### src/gpp_pkg.sv
// package for the eight-bit general purpose io port
// assumes a single 50 MHz clock and a plain register port
package gpp_pkg;

   // ==========================================================
   // sizes and register offsets
   localparam int WIDTH = 8;
   localparam logic [3:0] OFF_DATA = 4'h0;
   localparam logic [3:0] OFF_STATUS = 4'h1;
   localparam logic [3:0] OFF_MODE_LO = 4'h2;
   localparam logic [3:0] OFF_MODE_HI = 4'h3;
   localparam logic [3:0] OFF_MODE_TOP = 4'h4;
   localparam logic [3:0] OFF_SYNC = 4'h5;
   localparam logic [3:0] OFF_IRQ_STAT = 4'h6;
   localparam logic [3:0] OFF_IRQ_MASK = 4'h7;
   localparam logic [3:0] OFF_IRQ_CLEAR = 4'h8;
   localparam logic [3:0] OFF_EDGE_SEL = 4'h9;

   // ==========================================================
   // reset values and locked-pin mask
   localparam logic [7:0] RST_DATA = 8'h00;
   localparam logic [7:0] RST_MASK = 8'h00;
   localparam logic [7:0] RST_SYNC = 8'h00;
   localparam logic [7:0] RST_EDGE = 8'h00;
   localparam logic [7:0] LOCK_MASK = 8'hC0;

   // ==========================================================
   // drive modes, three bits per pin
   typedef enum logic [2:0] {
      drive_analog_highz = 3'h0,
      drive_digital_highz = 3'h1,
      drive_resistive_pullup = 3'h2,
      drive_resistive_pulldown = 3'h3,
      drive_open_drain_low = 3'h4,
      drive_open_drain_high = 3'h5,
      drive_push_pull = 3'h6,
      drive_resistive_pull_both = 3'h7
   } gpp_mode_type;
   localparam logic [2:0] RST_MODE = 3'h0;

   // ==========================================================
   // per-pin pad controls and register bus
   typedef struct packed {
      logic [7:0] out;
      logic [7:0] oe;
      logic [7:0] pull_up;
      logic [7:0] pull_down;
      logic [7:0] in_en;
   } gpp_pad_type;

   typedef struct packed {
      logic [3:0] addr;
      logic [7:0] wdata;
      logic wr;
      logic rd;
   } gpp_bus_type;

endpackage : gpp_pkg

### src/gpp_pad_ctl.sv
// translates data bit and drive mode into pad controls for one pin
// assumes the pad resolves out, oe and pull enables into a level
`timescale 1ns/10ps
module gpp_pad_ctl (
   input wire logic data_i,
   input wire logic [2:0] mode_i,
   output logic out_o,
   output logic oe_o,
   output logic pull_up_o,
   output logic pull_down_o,
   output logic in_en_o
);
   // ==========================================================
   // mode decode
   always_comb begin
      out_o = data_i;
      oe_o = 1'b0;
      pull_up_o = 1'b0;
      pull_down_o = 1'b0;
      in_en_o = 1'b1;
      unique case (gpp_pkg::gpp_mode_type'(mode_i))
         gpp_pkg::drive_analog_highz: begin
            in_en_o = 1'b0;
         end
         gpp_pkg::drive_digital_highz: begin
         end
         gpp_pkg::drive_resistive_pullup: begin
            // strong low, resistive high
            oe_o = ~data_i;
            pull_up_o = data_i;
         end
         gpp_pkg::drive_resistive_pulldown: begin
            oe_o = data_i;
            pull_down_o = ~data_i;
         end
         gpp_pkg::drive_open_drain_low: begin
            oe_o = ~data_i;
         end
         gpp_pkg::drive_open_drain_high: begin
            oe_o = data_i;
         end
         gpp_pkg::drive_push_pull: begin
            oe_o = 1'b1;
         end
         gpp_pkg::drive_resistive_pull_both: begin
            pull_up_o = data_i;
            pull_down_o = ~data_i;
         end
      endcase
   end
endmodule : gpp_pad_ctl

### src/gpp_port.sv
// eight-bit general purpose io port with register port and interrupt
// assumes pin inputs synchronous to sys_clk_i; one strobe per cycle
//
// How it works
// - status read returns sensed pin levels
// - data bit sets driven value per mode
// - data register reads back last write
// - eight drive modes per pin
// - one interrupt status bit per pin
// - clear empties whole interrupt status register
// - locked revision: top two pins ignore data and mode writes
// - sync option registers output before pin
// - port holds at most eight pins
//
// The address map and the address-and-strobe port are this design's own decisions.
`timescale 1ns/10ps
module gpp_port #(
   parameter bit LOCK_TOP = 1'b0
) (
   input wire logic sys_clk_i,
   input wire logic reset_n_i,
   input wire logic [3:0] addr_i,
   input wire logic [7:0] wdata_i,
   input wire logic wr_i,
   input wire logic rd_i,
   output logic [7:0] rdata_o,
   input wire logic [7:0] pin_i,
   output logic [7:0] pin_out_o,
   output logic [7:0] pin_oe_o,
   output logic [7:0] pull_up_o,
   output logic [7:0] pull_down_o,
   output logic [7:0] in_en_o,
   output logic irq_o
);
   // ==========================================================
   // state
   typedef struct packed {
      logic [7:0] data;
      logic [23:0] mode;
      logic [7:0] sync;
      logic [7:0] stat;
      logic [7:0] mask;
      logic [7:0] edge_sel;
      logic [7:0] pin_prev;
      logic [7:0] rdata;
      // decode stage; synchronised pins take their outputs from here
      gpp_pkg::gpp_pad_type dec;
      gpp_pkg::gpp_pad_type pad;
      logic irq;
   } gpp_state_type;

   gpp_state_type state_r;
   gpp_state_type state_nxt;
   gpp_pkg::gpp_bus_type bus;
   gpp_pkg::gpp_pad_type pad_comb;
   logic [7:0] wmask;
   logic [7:0] rise;
   logic [7:0] fall;
   logic [7:0] event_v;

   assign bus = '{addr: addr_i, wdata: wdata_i, wr: wr_i, rd: rd_i};
   // locked pins keep their reset data and mode whatever software writes
   assign wmask = LOCK_TOP ? ~gpp_pkg::LOCK_MASK : 8'hFF;

   // ==========================================================
   // per-pin pad decode
   genvar g;
   generate
      for (g = 0; g < gpp_pkg::WIDTH; g++) begin : g_pin
         gpp_pad_ctl u_pad (
            .data_i(state_r.data[g]),
            .mode_i(state_r.mode[3*g +: 3]),
            .out_o(pad_comb.out[g]),
            .oe_o(pad_comb.oe[g]),
            .pull_up_o(pad_comb.pull_up[g]),
            .pull_down_o(pad_comb.pull_down[g]),
            .in_en_o(pad_comb.in_en[g])
         );
      end
   endgenerate

   // ==========================================================
   // pin events: edge_sel 1 = falling, 0 = rising
   assign rise = pin_i & ~state_r.pin_prev;
   assign fall = ~pin_i & state_r.pin_prev;
   // analog pins have no digital input, so they raise no events
   assign event_v = ((state_r.edge_sel & fall) | (~state_r.edge_sel & rise))
      & pad_comb.in_en;

   // ==========================================================
   // next state
   always_comb begin
      state_nxt = state_r;
      state_nxt.pin_prev = pin_i;
      state_nxt.rdata = 8'h00;
      if (bus.wr) begin
         unique case (bus.addr)
            gpp_pkg::OFF_DATA: state_nxt.data =
               (state_r.data & ~wmask) | (bus.wdata & wmask);
            gpp_pkg::OFF_MODE_LO: begin
               for (int i = 0; i < 8; i++) begin
                  if (wmask[i]) state_nxt.mode[3*i] = bus.wdata[i];
               end
            end
            gpp_pkg::OFF_MODE_HI: begin
               for (int i = 0; i < 8; i++) begin
                  if (wmask[i]) state_nxt.mode[3*i+1] = bus.wdata[i];
               end
            end
            gpp_pkg::OFF_MODE_TOP: begin
               for (int i = 0; i < 8; i++) begin
                  if (wmask[i]) state_nxt.mode[3*i+2] = bus.wdata[i];
               end
            end
            gpp_pkg::OFF_SYNC: state_nxt.sync = bus.wdata;
            gpp_pkg::OFF_IRQ_MASK: state_nxt.mask = bus.wdata;
            gpp_pkg::OFF_EDGE_SEL: state_nxt.edge_sel = bus.wdata;
            gpp_pkg::OFF_IRQ_STAT: state_nxt.stat = state_r.stat & ~bus.wdata;
            // any write here wipes every pending bit of the port
            gpp_pkg::OFF_IRQ_CLEAR: state_nxt.stat = 8'h00;
            default: begin
            end
         endcase
      end
      if (bus.rd) begin
         unique case (bus.addr)
            gpp_pkg::OFF_DATA: state_nxt.rdata = state_r.data;
            gpp_pkg::OFF_STATUS: state_nxt.rdata = pin_i;
            gpp_pkg::OFF_MODE_LO: begin
               for (int i = 0; i < 8; i++) begin
                  state_nxt.rdata[i] = state_r.mode[3*i];
               end
            end
            gpp_pkg::OFF_MODE_HI: begin
               for (int i = 0; i < 8; i++) begin
                  state_nxt.rdata[i] = state_r.mode[3*i+1];
               end
            end
            gpp_pkg::OFF_MODE_TOP: begin
               for (int i = 0; i < 8; i++) begin
                  state_nxt.rdata[i] = state_r.mode[3*i+2];
               end
            end
            gpp_pkg::OFF_SYNC: state_nxt.rdata = state_r.sync;
            gpp_pkg::OFF_IRQ_STAT: state_nxt.rdata = state_r.stat;
            gpp_pkg::OFF_IRQ_MASK: state_nxt.rdata = state_r.mask;
            gpp_pkg::OFF_EDGE_SEL: state_nxt.rdata = state_r.edge_sel;
            // read of the clear register returns status, then clears
            gpp_pkg::OFF_IRQ_CLEAR: begin
               state_nxt.rdata = state_r.stat;
               state_nxt.stat = 8'h00;
            end
            default: state_nxt.rdata = 8'h00;
         endcase
      end
      // set wins over clear in the same cycle
      state_nxt.stat = state_nxt.stat | event_v;
      // unsynchronised pins take the decode directly; sync adds a stage
      // so that all synchronised pins of the port switch on one edge
      state_nxt.dec = pad_comb;
      state_nxt.pad.out = (state_r.sync & state_r.dec.out)
         | (~state_r.sync & pad_comb.out);
      state_nxt.pad.oe = (state_r.sync & state_r.dec.oe)
         | (~state_r.sync & pad_comb.oe);
      state_nxt.pad.pull_up = (state_r.sync & state_r.dec.pull_up)
         | (~state_r.sync & pad_comb.pull_up);
      state_nxt.pad.pull_down = (state_r.sync & state_r.dec.pull_down)
         | (~state_r.sync & pad_comb.pull_down);
      // input enable is not synchronised: it only gates the sensing side
      state_nxt.pad.in_en = pad_comb.in_en;
      state_nxt.irq = |(state_nxt.stat & state_nxt.mask);
   end

   // ==========================================================
   // registers
   always_ff @(posedge sys_clk_i or negedge reset_n_i) begin
      if (!reset_n_i) begin
         state_r <= '0;
         state_r.data <= gpp_pkg::RST_DATA;
         state_r.mask <= gpp_pkg::RST_MASK;
         state_r.sync <= gpp_pkg::RST_SYNC;
         state_r.edge_sel <= gpp_pkg::RST_EDGE;
      end else begin
         state_r <= state_nxt;
      end
   end

   // ==========================================================
   // outputs, each straight from a flip-flop of the state
   assign pin_out_o = state_r.pad.out;
   assign pin_oe_o = state_r.pad.oe;
   assign pull_up_o = state_r.pad.pull_up;
   assign pull_down_o = state_r.pad.pull_down;
   assign in_en_o = state_r.pad.in_en;
   assign rdata_o = state_r.rdata;
   assign irq_o = state_r.irq;
endmodule : gpp_port

### config.mk
export PLATFORM = sky130hd
export DESIGN_NAME = gpp_port
export DESIGN_NICKNAME = d
export VERILOG_FILES = /design/src/gpp_pkg.sv /design/src/gpp_pad_ctl.sv /design/src/gpp_port.sv
export SDC_FILE = /design/constraint.sdc
export NUM_CORES = 1
export LEC_CHECK = 0
export BUFFER_PORTS_ARGS = -buffer_cell sky130_fd_sc_hd__buf_2
export CORE_MARGIN = 3
export CORE_UTILIZATION = 25
export CTS_CLUSTER_SIZE = 40
export DETAILED_ROUTE_END_ITERATION = 10
export GPL_TIMING_DRIVEN = 0
export PLACE_DENSITY_LB_ADDON = 0.15
export SLEW_MARGIN = 0
export SYNTH_ARGS = -nofsm -noshare
export SYNTH_HDL_FRONTEND = slang
export SYNTH_SLANG_ARGS = --single-unit
### constraint.sdc
create_clock -name sys_clk_i -period 1.85 [get_ports sys_clk_i]
set_clock_uncertainty 0.15 [all_clocks]
set_input_delay 0.185 -clock sys_clk_i [delete_from_list [all_inputs] [get_ports sys_clk_i]]
set_output_delay 0.185 -clock sys_clk_i [all_outputs]
set_load 0.02 [all_outputs]
==> flow_summary.ini <==
[placement]
gp_congestion = 0.798
io_buffers = 70
dp_slack_ps = -822
hpwlAfterDp_um = 11500

[synthesis]
synth_seq_cells = 153
yosysUniqueCellTypes = 43
syn-instance-count = 549
synth_top_family_by_area = multiplexers
synth-seq-area-share_pct = 56.9
yosys-top-cells-area = dfrtp_1, mux2_2, buf_4, nand2_1, mux2i_1
postSynthAreaPerCell_um2 = 12.3
synth-edff-count = 0
synth_compound_area_share_pct = 8.02
synth_warnings = 0
yosysTopAreaCell = dfrtp_1
syn_nets = 573
ys_async_sr_fraction_pct = 100
yosys.area_share.simple_pct = 10.8
synth_top_area_share_pct = 56.9
synthMuxAreaShare_pct = 16.0
synth_ff_type = dfrtp_1
synth_area_um2 = 6730
synth_xor_area_share_pct = 1.04
synth-adder-area-share_pct = 0

[die]
die-area_um2 = 28900
row_count = 59
initial_core_util_pct = 25.6
core_area_um2 = 26300
die_y_um = 170
io_pins = 73
die_w_um = 170

[setup_path]
r2r-end = irq_o
critPathLaunchType = input pin
worstReg2RegStart = state_r[149]
worst_path_dominant_cell_family = simple AND/OR/NAND/NOR gates
crit_required_ps = 1970
setup.worst_path.end = irq_o
worst-setup-path-type = in2reg
end_kind = flip-flop
cp.buffers_inverters = 1
slowest_delay_ps = 420
worst-r2r-cell-count = 5
crit_arrival_ps = 2100
path_cells = buf_2, nand3b_1, nor2_4, mux2_2, a222oi_1, nand3_1
cp.depth = 6
worst_path_max_delay_cell = a222oi_1
reg2reg_slack_ps = -120
crit_start = wr_i
path_max_fanout = 9

[cts]
cts.clk_slew.worst_paths_ps = 60
cts_buffer_depth = 2
root_buffer = clkbuf_16
ctsHtreeMaxLevel = 4
clock-sinks = 153
cts_tree = built
cts_buffers = 17
insertion_delay_ps = 420

[global_routing]
grt_usage_pct = 12.4
grt_pass1_wl_um = 27300
antenna_found_initial = 2
grt_pass1_vias = 4737
grt_max_degree = 88
grt_overflow = 0

[sta]
tightest_slew_ps = 1230
final-setup-viol-count = 1
period_minus_slack_ps = 1990
fmax_mhz = 503
final_hold_viol_count = 0
drv_slew = 0
relSlewSlack_pct = 17.6
rsz0062_at_grt = true
fin_hold_ws_ps = 187
period_share_pct = 107
layout_setup_ws_ps = -138

[routing]
wl_per_cell_um = 16.9
remaining_drc_errors = 0
routed_wl_um = 17300
initialDrtViolationCount = 317
first_pass_iters = 4
vias_per_cell = 4.48
via_count = 4579
antenna_left = 0

[hold_path]
hold_class = in2async

[status]
status = complete, but fails checks
violations = setup timing

[power_and_ir_drop]
fin_total_pwr_mw = 10.9
leakage_nw = 3.95
ir_drop_mv = 0.462
p_per_area_nw_per_um2 = 1280

[finish]
drive_gt1_share_pct = 40.9
nNetsFinal = 695
final_common_cell = dfrtp_1
final_cell_mix = dfrtp_1, mux2_2, buf_2, buf_4, nand2_1
utilization_pct = 32.5
area_growth_syn_to_layout_pct = 26.8

[run]
maxCapViolCount = 0
layer usage:
metal  vias up  track usage, %  routed length [µm]
met5         -               0                   0
met4         0            4.62                 365
met3        20            2.42                 542
met2        76            18.8                7920
met1      2312            17.5                8470
li1       2171               -                   -
synth_stat cells (10+ instances only):
cell	instances
nand2_1	50
inv_1	15
a22oi_1	11
o31ai_1	10
mux2i_1	14
o21ai_0	17
dfrtp_1	153
mux2_2	77
nor2_1	22
buf_4	48
clkbuf_1	12
registers in the layout, indices dropped and copies added (netlist names):
signal and flops:
pull_down_o 8, state_r 104, rdata_o 8, pull_up_o 8, in_en_o 8, pin_oe_o 8
pin_out_o 8, irq_o 1
metrics by stage:
| stage | TNS [ps] | area (µm²) | instances |
|---|---|---|---|
| global placement | -321230 | 7500 | 954 |
| floorplan | 0 | 6730 | 549 |
| detailed placement | -33610 | 7530 | 955 |
| global route | -227 | 8530 | 1021 |
| CTS | -347 | 8450 | 1012 |
| finish | -138 | 8530 | 1021 |
final cells by class:
class	instances	area, µm²
Fill cell	2671	17800
Inverter	15	56.3
Clock buffer	20	437
Buffer	65	433
Timing Repair Buffer	104	674
Sequential cell	153	3840
Multi-Input combinational cell	315	2510
Antenna cell	2	5.00
Tap cell	335	419
Clock inverter	12	151
how the worst min path moves through the flow:
stage	from	endpoint	slack, ps	depth (start not counted)
5_1_grt	wr_i	state_r[115]	200	3
2_1_floorplan	reset_n_i	in_en_o[0]	-260	0
3_5_place_dp	reset_n_i	in_en_o[2]	80	1
4_1_cts	wr_i	state_r[115]	170	3
6_report	reset_n_i	pin_oe_o[4]	190	2
3_3_place_gp	pin_i[0]	state_r[89]	180	1
power breakdown:
part | switching, mW | internal (mW) | total, mW | leakage [nW]
logic | 1.37 | 1.43 | 2.80 | 1.77
clock network | 1.35 | 2.12 | 3.47 | 0.284
registers | 0.497 | 4.14 | 4.64 | 1.89
total | 3.22 | 7.69 | 10.9 | 3.95
logic make-up after synthesis:
family	after synthesis
and+or+nand+nor	135
muxes	94
xor gates and xnor gates	8
buffers and inverters	81
DFF	153
AOI/OAI and AO/OA	78
timing repair:
| item | in CTS | in global routing |
|---|---|---|
| setup endpoints to repair | 41 | 16 |
| hold buffers | 17 | 0 |
| pin swaps | 6 | 6 |
| hold endpoints to repair | 127 | 0 |
| buffers inserted | 8 | 8 |
| gates resized for setup | 32 | 12 |
(Power assumes the default switching activity.)
